$ cat src/verilog/scc_defines.svh
// Named constants for the strap clock configuration block.
`ifndef SCC_DEFINES_SVH
`define SCC_DEFINES_SVH

// Register indices; the bus byte address is four times the index.
`define SCC_IDX_PCI_SYNC 8'h4a
`define SCC_IDX_RSVD 8'h4b
`define SCC_IDX_PAD_DIR 8'h4c
`define SCC_IDX_HOST_SPD 8'h5f
`define SCC_IDX_STATUS 8'h60
`define SCC_ADDR_W 10
`define SCC_IDX_RANGE 9:2
`define SCC_ALIGN_RANGE 1:0

// Strap line positions.
`define SCC_MD_W 49
`define SCC_MD_PCI_RANGE 7:6
`define SCC_MD_SYNC 5
`define SCC_MD_PCI_DIV_HI 4
`define SCC_MD_HOST_SPD_HI 3:2
`define SCC_MD_PCI_DIV_LO 17
`define SCC_MD_HOST_PAD 18
`define SCC_MD_MEM_PAD 19
`define SCC_MD_DOT_PAD 20
`define SCC_MD_HOST_SPD_LO 26:24
`define SCC_MD_CORE_X2 40
`define SCC_MD_DLL_TICK 43:41
`define SCC_MD_BUS_SEL 44
`define SCC_MD_HOST_CLOCK_INPUT_RANGE 46:45

// Register field positions.
`define SCC_S2_DOT_BIT 4
`define SCC_RESERVED_CODE 2'h3
`define SCC_BYTE0_BE 0

// Avalon response codes.
`define SCC_RESP_OKAY 2'h0
`define SCC_RESP_DECODEERR 2'h3

// Delay from reset input release to reset output release.
`define SCC_CLK_PERIOD_NS 25
`define SCC_RELEASE_TIME_NS 1000
`define SCC_RELEASE_CYCLES ((`SCC_RELEASE_TIME_NS + `SCC_CLK_PERIOD_NS - 1) / `SCC_CLK_PERIOD_NS)
`define SCC_HOLD_CNT_W 6

`endif

$ cat src/verilog/scc_pkg.sv
// Types shared by the strap clock configuration block.
package scc_pkg;
	`include "scc_defines.svh"

	// Clock range selection carried by two straps.
	typedef enum logic [1:0] {
		SCC_RANGE_16_32 = 2'b00,
		SCC_RANGE_32_64 = 2'b01,
		SCC_RANGE_ABOVE_64 = 2'b10,
		SCC_RANGE_RESERVED = 2'b11
	} scc_range_e;

	// Divisor of the host clock for the PCI clock output.
	typedef enum logic [1:0] {
		SCC_PCIDIV_RESERVED = 2'b00,
		SCC_PCIDIV_BY4 = 2'b01,
		SCC_PCIDIV_BY3 = 2'b10,
		SCC_PCIDIV_BY2 = 2'b11
	} scc_pcidiv_e;

	// Reset sequencing states.
	typedef enum logic [1:0] {
		SCC_ST_SAMPLE = 2'b00,
		SCC_ST_HOLD = 2'b01,
		SCC_ST_RUN = 2'b10
	} scc_rst_e;

	typedef logic [`SCC_HOLD_CNT_W-1:0] scc_holdcnt_t;
	typedef logic [`SCC_MD_W-1:0] scc_straps_t;
endpackage : scc_pkg

$ cat src/verilog/scc_strap_clock_config.sv
// Strap capture and clock configuration registers behind an Avalon-MM slave.
// Notes on behaviour
// PCI clock range straps in register zero.
// Sync strap unifies equal memory, host clocks.
// Two straps pick PCI clock output divisor.
// Register zero bits 3-2 mirror host speed.
// Register one is wholly reserved.
// Dot clock pin direction from bit four.
// Software may write the dot clock bit.
// Memory clock output driven or tristated.
// Host clock pin direction from bit two.
// Register two resets to captured strap levels.
// Five straps set host synthesizer speed.
// Two straps pick host input PLL range.
// One strap picks core times one or two.
// Board presents DLL tick straps as 010.
// Bus strap selects ISA or local bus.
// Straps resampled while reset input low.
// Board holds straps until reset output high.
// Captured values frozen after reset output rises.
//
// The implementer's own choice: the Avalon-MM interface to the registers.
`timescale 1ns/1ps
`default_nettype none
`include "scc_defines.svh"
module scc_strap_clock_config (
	input wire logic core_clk,
	input wire logic reset_n,
	input wire logic clkEn,
	input wire logic systemResetInputN,
	input wire logic [`SCC_MD_W-1:0] memoryDataStrapLines,
	input wire logic clocksSameFreq,
	input wire logic [`SCC_ADDR_W-1:0] avs_address,
	input wire logic avs_read,
	input wire logic avs_write,
	input wire logic [31:0] avs_writedata,
	input wire logic [3:0] avs_byteenable,
	output logic [31:0] avs_readdata,
	output logic avs_waitrequest,
	output logic [1:0] avs_response,
	output logic systemResetOutputN,
	output logic dotClockOeN,
	output logic memoryClockOeN,
	output logic hostClockOeN,
	output scc_pkg::scc_range_e pciClockRange,
	output scc_pkg::scc_pcidiv_e pciClockDivisor,
	output logic unifyClocks,
	output logic [4:0] hostSynthCode,
	output scc_pkg::scc_range_e hostInputRange,
	output logic hostInputPllEn,
	output logic coreTimesTwoMode,
	output logic [2:0] coreDllTick,
	output logic localBusEn,
	output logic isaBusEn
);
	import scc_pkg::*;

	wire logic [`SCC_MD_W:0] syncOut;
	wire logic sysRstInHigh;
	scc_straps_t straps;
	scc_rst_e state_r;
	scc_rst_e state_nxt;
	scc_holdcnt_t holdCnt_r;
	wire logic holdDone, sampling;

	// Stored strap fields.
	scc_range_e pciRange_r;
	logic syncSel_r;
	logic pciDivHi_r, pciDivLo_r;
	logic dotSel_r, memSel_r, hostSel_r;
	logic [4:0] hostSpeed_r;
	scc_range_e hostInRange_r;
	logic coreX2_r;
	logic [2:0] dllTick_r;
	logic busSel_r;

	// Straps and reset input come from pins, so all pass the synchroniser.
	scc_sync3 #(.W(`SCC_MD_W + 1)) u_sync (
		.core_clk(core_clk),
		.reset_n(reset_n),
		.clkEn(clkEn),
		.asyncIn({systemResetInputN, memoryDataStrapLines}),
		.stableOut(syncOut)
	);
	assign sysRstInHigh = syncOut[`SCC_MD_W];
	assign straps = syncOut[`SCC_MD_W-1:0];

	// Reset sequencing: sample, hold straps for a while, then run.
	assign holdDone = holdCnt_r == scc_holdcnt_t'(`SCC_RELEASE_CYCLES - 1);
	assign sampling = state_r == SCC_ST_SAMPLE;
	always_comb begin
		state_nxt = state_r;
		case (state_r)
			SCC_ST_SAMPLE: state_nxt = sysRstInHigh ? SCC_ST_HOLD : SCC_ST_SAMPLE;
			SCC_ST_HOLD: state_nxt = !sysRstInHigh ? SCC_ST_SAMPLE :
				holdDone ? SCC_ST_RUN : SCC_ST_HOLD;
			SCC_ST_RUN: state_nxt = sysRstInHigh ? SCC_ST_RUN : SCC_ST_SAMPLE;
			default: state_nxt = SCC_ST_SAMPLE;
		endcase
	end

	// The hold counter runs only while waiting to release the reset output.
	always_ff @(posedge core_clk or negedge reset_n) begin
		if (!reset_n) begin
			state_r <= SCC_ST_SAMPLE;
			holdCnt_r <= '0;
		end else if (clkEn) begin
			state_r <= state_nxt;
			holdCnt_r <= (state_r == SCC_ST_HOLD) ? holdCnt_r + 1'b1 : '0;
		end
	end

	// Avalon decode and handshake terms.
	wire logic [7:0] regIdx;
	wire logic aligned;
	wire logic hitStrap0;
	wire logic hitStrap1;
	wire logic hitStrap2;
	wire logic hitHost;
	wire logic hitStatus;
	wire logic hitAny;
	wire logic reqValid;
	wire logic acceptReq;
	wire logic wrFire;
	wire logic dotWrite;
	logic waitReq_r;
	assign regIdx = avs_address[`SCC_IDX_RANGE];
	assign aligned = avs_address[`SCC_ALIGN_RANGE] == '0;
	assign hitStrap0 = aligned && regIdx == `SCC_IDX_PCI_SYNC;
	assign hitStrap1 = aligned && regIdx == `SCC_IDX_RSVD;
	assign hitStrap2 = aligned && regIdx == `SCC_IDX_PAD_DIR;
	assign hitHost = aligned && regIdx == `SCC_IDX_HOST_SPD;
	assign hitStatus = aligned && regIdx == `SCC_IDX_STATUS;
	assign hitAny = hitStrap0 | hitStrap1 | hitStrap2 | hitHost | hitStatus;
	assign reqValid = avs_read | avs_write;
	assign acceptReq = reqValid & waitReq_r;
	assign wrFire = avs_write & ~waitReq_r;
	assign dotWrite = wrFire && hitStrap2 && avs_byteenable[`SCC_BYTE0_BE];

	// Read words; reserved bits read as zero.
	wire logic [7:0] rdStrap0;
	wire logic [7:0] rdStrap2;
	wire logic [7:0] rdHost;
	wire logic [11:0] rdStatus;
	wire logic [31:0] rdWord;
	assign rdStrap0 = {pciRange_r, syncSel_r, pciDivHi_r, hostSpeed_r[4:3], 2'b00};
	assign rdStrap2 = {3'b000, dotSel_r, memSel_r, hostSel_r, pciDivLo_r, 1'b0};
	assign rdHost = {hostSpeed_r, 3'b000};
	assign rdStatus = {unifyClocks, hostInRange_r == SCC_RANGE_RESERVED,
		pciRange_r == SCC_RANGE_RESERVED, {pciDivHi_r, pciDivLo_r} == 2'b00,
		dllTick_r, hostInRange_r, coreX2_r, busSel_r, state_r == SCC_ST_RUN};
	assign rdWord = hitStrap0 ? {24'h000000, rdStrap0} :
		hitStrap2 ? {24'h000000, rdStrap2} :
		hitHost ? {24'h000000, rdHost} :
		hitStatus ? {20'h00000, rdStatus} :
		32'h00000000;

	// One wait cycle per request; the answer then holds until the next request is accepted.
	logic [31:0] rdData_r;
	logic [1:0] resp_r;
	always_ff @(posedge core_clk or negedge reset_n) begin
		if (!reset_n) begin
			waitReq_r <= 1'b1;
			rdData_r <= 32'h00000000;
			resp_r <= `SCC_RESP_OKAY;
		end else if (clkEn) begin
			waitReq_r <= ~acceptReq;
			if (acceptReq) begin
				rdData_r <= avs_read ? rdWord : 32'h00000000;
				resp_r <= hitAny ? `SCC_RESP_OKAY : `SCC_RESP_DECODEERR;
			end
		end
	end

	// Straps are captured every cycle while the reset input is low.
	// After that they hold until the reset input falls again, whatever the board drives.
	always_ff @(posedge core_clk or negedge reset_n) begin
		if (!reset_n) begin
			pciRange_r <= SCC_RANGE_16_32;
			syncSel_r <= 1'b0;
			pciDivHi_r <= 1'b0;
			pciDivLo_r <= 1'b0;
			memSel_r <= 1'b0;
			hostSel_r <= 1'b0;
			hostSpeed_r <= '0;
			hostInRange_r <= SCC_RANGE_16_32;
			coreX2_r <= 1'b0;
			dllTick_r <= '0;
			busSel_r <= 1'b0;
		end else if (clkEn && sampling) begin
			pciRange_r <= scc_range_e'(straps[`SCC_MD_PCI_RANGE]);
			syncSel_r <= straps[`SCC_MD_SYNC];
			pciDivHi_r <= straps[`SCC_MD_PCI_DIV_HI];
			pciDivLo_r <= straps[`SCC_MD_PCI_DIV_LO];
			memSel_r <= straps[`SCC_MD_MEM_PAD];
			hostSel_r <= straps[`SCC_MD_HOST_PAD];
			hostSpeed_r <= {straps[`SCC_MD_HOST_SPD_HI], straps[`SCC_MD_HOST_SPD_LO]};
			hostInRange_r <= scc_range_e'(straps[`SCC_MD_HOST_CLOCK_INPUT_RANGE]);
			coreX2_r <= straps[`SCC_MD_CORE_X2];
			dllTick_r <= straps[`SCC_MD_DLL_TICK];
			busSel_r <= straps[`SCC_MD_BUS_SEL];
		end
	end

	// The dot clock bit is the one field software may change after capture.
	// A write during sampling is dropped, as the next capture would undo it.
	always_ff @(posedge core_clk or negedge reset_n) begin
		if (!reset_n) begin
			dotSel_r <= 1'b0;
		end else if (clkEn && sampling) begin
			dotSel_r <= straps[`SCC_MD_DOT_PAD];
		end else if (clkEn && dotWrite) begin
			dotSel_r <= avs_writedata[`SCC_S2_DOT_BIT];
		end
	end

	// Output flops: pad enables are low while the pad drives.
	logic sysRstOut_r;
	logic dotOeN_r;
	logic memOeN_r;
	logic hostOeN_r;
	logic unify_r;
	logic localBus_r;
	logic isaBus_r;
	always_ff @(posedge core_clk or negedge reset_n) begin
		if (!reset_n) begin
			sysRstOut_r <= 1'b0;
			dotOeN_r <= 1'b1;
			memOeN_r <= 1'b1;
			hostOeN_r <= 1'b1;
			unify_r <= 1'b0;
			localBus_r <= 1'b0;
			isaBus_r <= 1'b0;
		end else if (clkEn) begin
			sysRstOut_r <= state_r == SCC_ST_RUN;
			dotOeN_r <= ~dotSel_r;
			memOeN_r <= ~memSel_r;
			hostOeN_r <= ~hostSel_r;
			unify_r <= syncSel_r & clocksSameFreq;
			localBus_r <= busSel_r;
			isaBus_r <= ~busSel_r;
		end
	end

	// Clock configuration output flops.
	scc_range_e pciRangeOut_r;
	scc_pcidiv_e pciDivOut_r;
	logic [4:0] synthOut_r;
	scc_range_e hostRangeOut_r;
	logic hostPllEn_r;
	logic coreX2Out_r;
	logic [2:0] dllOut_r;
	always_ff @(posedge core_clk or negedge reset_n) begin
		if (!reset_n) begin
			pciRangeOut_r <= SCC_RANGE_16_32;
			pciDivOut_r <= SCC_PCIDIV_RESERVED;
			synthOut_r <= '0;
			hostRangeOut_r <= SCC_RANGE_16_32;
			hostPllEn_r <= 1'b0;
			coreX2Out_r <= 1'b0;
			dllOut_r <= '0;
		end else if (clkEn) begin
			pciRangeOut_r <= pciRange_r;
			pciDivOut_r <= scc_pcidiv_e'({pciDivHi_r, pciDivLo_r});
			synthOut_r <= hostSpeed_r;
			hostRangeOut_r <= hostInRange_r;
			hostPllEn_r <= hostInRange_r != `SCC_RESERVED_CODE;
			coreX2Out_r <= coreX2_r;
			dllOut_r <= dllTick_r;
		end
	end

	assign avs_readdata = rdData_r;
	assign avs_waitrequest = waitReq_r;
	assign avs_response = resp_r;
	assign systemResetOutputN = sysRstOut_r;
	assign dotClockOeN = dotOeN_r;
	assign memoryClockOeN = memOeN_r;
	assign hostClockOeN = hostOeN_r;
	assign pciClockRange = pciRangeOut_r;
	assign pciClockDivisor = pciDivOut_r;
	assign unifyClocks = unify_r;
	assign hostSynthCode = synthOut_r;
	assign hostInputRange = hostRangeOut_r;
	assign hostInputPllEn = hostPllEn_r;
	assign coreTimesTwoMode = coreX2Out_r;
	assign coreDllTick = dllOut_r;
	assign localBusEn = localBus_r;
	assign isaBusEn = isaBus_r;
endmodule : scc_strap_clock_config
`default_nettype wire

$ cat src/verilog/scc_sync3.sv
// Three-stage synchroniser that accepts a bit once stages two and three agree.
`timescale 1ns/1ps
`default_nettype none
module scc_sync3 #(
	parameter int W = 1
) (
	input wire logic core_clk,
	input wire logic reset_n,
	input wire logic clkEn,
	input wire logic [W-1:0] asyncIn,
	output logic [W-1:0] stableOut
);
	logic [W-1:0] stage1_r;
	logic [W-1:0] stage2_r;
	logic [W-1:0] stage3_r;
	logic [W-1:0] stable_r;
	wire logic [W-1:0] agree;
	wire logic [W-1:0] stable_nxt;

	// Stage one feeds only stage two, so no logic sees a metastable level.
	always_ff @(posedge core_clk or negedge reset_n) begin
		if (!reset_n) begin
			stage1_r <= '0;
			stage2_r <= '0;
			stage3_r <= '0;
			stable_r <= '0;
		end else if (clkEn) begin
			stage1_r <= asyncIn;
			stage2_r <= stage1_r;
			stage3_r <= stage2_r;
			stable_r <= stable_nxt;
		end
	end

	// A bit changes only after two stages have seen the same level.
	assign agree = ~(stage2_r ^ stage3_r);
	assign stable_nxt = (stage2_r & agree) | (stable_r & ~agree);
	assign stableOut = stable_r;
endmodule : scc_sync3
`default_nettype wire
$ cat config.mk
export PLATFORM = sky130hd
export DESIGN_NAME = scc_strap_clock_config
export DESIGN_NICKNAME = d
export VERILOG_FILES = /design/src/verilog/scc_pkg.sv /design/src/verilog/scc_strap_clock_config.sv /design/src/verilog/scc_sync3.sv
export VERILOG_INCLUDE_DIRS = /design/src /design/src/verilog
export SDC_FILE = /design/constraint.sdc
export NUM_CORES = 1
export LEC_CHECK = 0
export ABC_AREA = 1
export BUFFER_PORTS_ARGS = -buffer_cell sky130_fd_sc_hd__buf_4
export CAP_MARGIN = 20
export CORE_MARGIN = 8
export CORE_UTILIZATION = 54
export CTS_BUF_LIST = sky130_fd_sc_hd__clkbuf_8 sky130_fd_sc_hd__clkbuf_16
export DETAILED_ROUTE_END_ITERATION = 8
export PLACE_DENSITY = 0.79
export SYNTH_ARGS = -nofsm -noshare
export SYNTH_HDL_FRONTEND = slang
export SYNTH_HIERARCHICAL = 1
export SYNTH_SLANG_ARGS = --single-unit
$ cat constraint.sdc
create_clock -name core_clk -period 1.3 [get_ports core_clk]
set_clock_uncertainty 0.15 [all_clocks]
set_input_delay 0.065 -clock core_clk [delete_from_list [all_inputs] [get_ports core_clk]]
set_output_delay 0.065 -clock core_clk [all_outputs]
set_load 0.01 [all_outputs]
Word-level counts from Yosys, hierarchy flattened
Cells that the tools add are included.
{"block": "totals", "register_bits": 286, "out_inout_bits": 58, "elab_cells": 95}
{"block": "classes", "muxes": 14, "n_reduce_logical": 14, "add_sub_neg": 1, "n_eq_ne": 11, "bitwise_logic": 20}
{"op": "$and 50x50->50", "n": 2}
{"op": "$not 50->50", "n": 2}
{"op": "$mux 12", "n": 5}
{"op": "$or 50x50->50", "n": 1}
{"op": "$xor 50x50->50", "n": 1}
{"op": "$eq 8x7->1 const B", "n": 5}
{"op": "$logic_and 1x1->1", "n": 9}
{"op": "$mux 2", "n": 4}
{"op": "$add 6x1->6 const B", "n": 1}
{"op": "$eq 2x2->1 const B", "n": 3}
{"op": "$eq 6x6->1 const B", "n": 1}
{"op": "$logic_not 2->1", "n": 3}
{"op": "$mux 6", "n": 1}
{"op": "$not 1->1", "n": 6}
{"op": "$pmux 2 s3", "n": 1}
{"op": "$or 1x1->1", "n": 5}
{"op": "$and 1x1->1", "n": 3}
{"op": "$mux 1", "n": 3}
{"op": "$eq 2x1->1 const B", "n": 1}
{"op": "$ne 2x2->1 const B", "n": 1}
{"op": "$reduce_and 2->1", "n": 1}
{"op": "$reduce_bool 2->1", "n": 1}

Logic depth before layout (Yosys ltp)
{"block": "logic_depth", "ltp_word": 7, "mapped_depth": 10, "ltp_nobuf": 10}

Cells and area by module
The synthesis kept the hierarchy.
{"mod": "scc_sync3", "instances": 1, "cells_each": 1044, "area_per_inst_um2": 8438.1, "seq_area_each_um2": 5004.8}
{"mod": "scc_strap_clock_config", "instances": 1, "cells_each": 347, "area_per_inst_um2": 3230.6, "seq_area_each_um2": 1631.6}

Worst setup path before layout
OpenSTA, ideal clock, no wires.
{"block": "synth_timing", "kind": "register -> register", "startpoint": "register waitReq_r, in the netlist avs_waitrequest", "endpoint": "register rdData_r[1], in the netlist avs_readdata[1]", "arrival_time_ns": 1.163, "path_stages_with_launch": 7, "period_less_slack_ns": 1.437, "required_time_ns": 1.026, "setup_ns": 0.124, "slack_ns": -0.137, "cell_sequence": "dfstp_2 > nand2_1 > nor2_1 > inv_1 > clkbuf_1 > nand2_1 > nand3_1"}
{"block": "synth_via", "elab_chain_cells": 2}
{"item": "from (decl)", "line_no": "scc_strap_clock_config.sv:126", "text": "logic waitReq_r;"}
{"item": "from (signal assigned)", "line_no": "scc_strap_clock_config.sv:167", "text": "waitReq_r <= ~acceptReq;"}
{"item": "$and 1x1->1", "line_no": "scc_strap_clock_config.sv:136", "text": "assign acceptReq = reqValid & waitReq_r;"}
{"item": "$reduce_and 2->1 (no line)"}
{"item": "to (signal assigned)", "line_no": "scc_strap_clock_config.sv:169", "text": "rdData_r <= avs_read ? rdWord : 32'h00000000;"}
{"item": "to (decl)", "line_no": "scc_strap_clock_config.sv:159", "text": "logic [31:0] rdData_r;"}
No other way between the ends.
A chain may end at the register's enable or synchronous reset.

Worst setup path in the final report
{"block": "layout_timing", "startpoint": "register waitReq_r, in the netlist avs_waitrequest", "endpoint": "output port avs_waitrequest"}
{"item": "to (decl)", "line_no": "scc_strap_clock_config.sv:39", "text": "output logic avs_waitrequest,"}
No word-level cell between the ends.

==> results.py <==
metrics = {
    "route": {
        "drt-wirelength-per-cell_um": 13.43,
        "detailed_routing_iteration_count_for_the_pre_antenna_repair_pass": 5,
        "post-route-drc-count": 0,
        "antenna_violating_nets_post_route": 0,
        "first_iter_violations": 310,
        "viasPerCell": 4.702,
        "detailroute.via_count": 5158,
        "postRouteWirelength_mm": 14.74,
    },
    "layout": {
        "insertedDiodeCount": 0,
        "fill_cells": 967,
        "area_growth_syn_to_layout_pct": 25.48,
        "drive_above_1_share_pct": 21.62,
        "layout.nets": 1017,
        "final_core_util_pct": 69.07,
    },
    "critical_path": {
        "r2r_path_end": "avs_readdata[11]",
        "cp-end-kind": "primary output",
        "start_kind": "flip-flop",
        "reg2reg_from": "avs_waitrequest",
        "critPathMaxFanout": 2,
        "cp_data_arrival_time_ns": 1.18,
        "worstPathRequired_ns": 1.09,
        "worst-r2r-setup-slack_ns": -0.07,
        "critPathKind": "reg2out",
        "reg2regPathDepth": 6,
    },
    "power_and_ir_drop": {
        "power.leakage_nw": 4.627,
        "power_per_cell_area_nw_per_um2": 1654,
        "report.power.total_mw": 14.30,
        "ir_drop_mv": 0.8471,
    },
    "sta": {
        "timing.setup.tns_ns": -1.363,
        "layout_worst_path_cycle_share_pct": 107.3,
        "hold_violations": 25,
        "worst_slack_ns": -0.09427,
        "setup_viol": 31,
        "rsz0062_at_grt": "true",
        "timing.final.crit_period_ns": 1.394,
        "timing.fmax_mhz": 717.2,
        "timing.final.max_slew_violations": 0,
        "worst_hold_slack_ns": -0.04305,
    },
    "grt": {
        "grt_max_degree": 61,
        "first_global_vias": 5186,
        "global_route.overflow_total": 0,
        "grt_use_total_pct": 18.63,
        "grt_pass1_wl_mm": 24.54,
        "antenna_found_initial": 0,
    },
    "floorplanning": {
        "die_height_um": 129.0,
        "floorplan.die_area_um2": 16630,
        "start_util_pct": 55.05,
        "io-pin-count": 160,
        "placeableCoreArea_um2": 12520,
        "die_width_um": 129.0,
        "fp-row-count": 41,
    },
    "place": {
        "port_buffers": 76,
        "detailedPlace.worstSlack_ns": -0.08481,
        "gpl.final_weighted_congestion": 0.8556,
        "hpwl_mm": 10.01,
    },
    "cts": {
        "clock_sink_count": 149,
        "clk-insertion-delay-late_ns": 0.42,
        "root_buffer": "sky130_fd_sc_hd__clkbuf_16",
        "cts_tree": "built",
        "ctsHoldBuffers": 33,
        "max-clock-path-buffers": 2,
        "clk_transition_reported_paths_ns": 0.06,
        "cts_buffers": 17,
        "cts.htree.levels": 4,
    },
    "job": {
        "max-cap-violations": 0,
    },
    "logic_synthesis": {
        "ys.warnings.count": 6,
        "synth_cells": 807,
        "avgSynthCellArea_um2": 8.538,
        "mapped_cell_area_um2": 6890,
    },
    "worst_hold_path": {
        "hp-class": "in2async",
    },
    "outcome": {
        "failed_checks": "negative hold slack, negative setup slack",
        "run_status": "finished, violations left",
    },
}
[worst max path at each step]
| stage | start | slack [ns] | to |
|---|---|---|---|
| floorplan | avs_waitrequest | -0.03 | avs_readdata[1] |
| global placement | avs_waitrequest | -0.05 | avs_response[0] |
| detailed placement | avs_waitrequest | -0.08 | avs_readdata[11] |
| CTS | avs_waitrequest | -0.1 | avs_readdata[11] |
| global route | avs_waitrequest | -0.13 | avs_response[0] |
| finish | avs_waitrequest | -0.09 | avs_waitrequest |
[stage by stage]
stage | instance area [um^2] | instances
4_1_cts | 8579 | 1095
6_report | 8646 | 1097
2_1_floorplan | 6989 | 826
3_5_place_dp | 7605 | 1030
5_1_grt | 8646 | 1097
3_3_place_gp | 7605 | 1030
[repair_timing]
item	4_1_cts	5_1_grt
buffers inserted	2	2
resized for setup	5	16
hold endpoints to repair	188	25
pin swaps	2	3
endpoints found under the setup margin	29	40
[layer usage]
| layer | vias to the layer above | track usage [%] | share of wire (%) |
|---|---|---|---|
| li1 | 2617 | - | - |
| met1 | 2375 | 23.20 | 45 |
| met2 | 138 | 30.11 | 48 |
| met3 | 28 | 5.089 | 4.7 |
| met4 | 0 | 7.671 | 2.2 |
| met5 | - | 0 | 0 |
[power breakdown]
group / internal, mW / total [mW] / switching (mW)
sequential: 5.62 / 6.45 / 0.830
clock: 3.27 / 5.06 / 1.79
combinational: 1.42 / 2.80 / 1.38
total: 10.3 / 14.3 / 4.00
[critical path, stage by stage (launching register included)]
cell and delay, ns:
sky130_fd_sc_hd__dfstp_2 0.57, sky130_fd_sc_hd__buf_6 0.11, sky130_fd_sc_hd__buf_6 0.09
[area by class of cell]
class / count / area, um^2 / share of cell area [%]
Sequential cell: 149 / 3734 / 43.18
Multi-Input combinational cell: 495 / 2430 / 28.10
Timing Repair Buffer: 139 / 1230 / 14.23
Clock buffer: 19 / 452.9 / 5.239
Inverter: 112 / 425.4 / 4.920
Tap cell: 172 / 215.2 / 2.489
Clock inverter: 11 / 158.9 / 1.838
[layout by cell type, fill, tap and decap left out, types with 9 or more instances in the layout]
master	n
sky130_fd_sc_hd__clkbuf_16	17
sky130_fd_sc_hd__nand3_1	20
sky130_fd_sc_hd__dfrtp_1	145
sky130_fd_sc_hd__nor2_1	34
sky130_fd_sc_hd__conb_1	20
sky130_fd_sc_hd__nand2_1	267
sky130_fd_sc_hd__o21ai_0	51
sky130_fd_sc_hd__inv_1	100
sky130_fd_sc_hd__mux2_4	18
sky130_fd_sc_hd__nand2_2	9
sky130_fd_sc_hd__a21oi_1	27
sky130_fd_sc_hd__dlygate4sd3_1	32
sky130_fd_sc_hd__buf_4	93
Power figures use the tool's default switching activity.
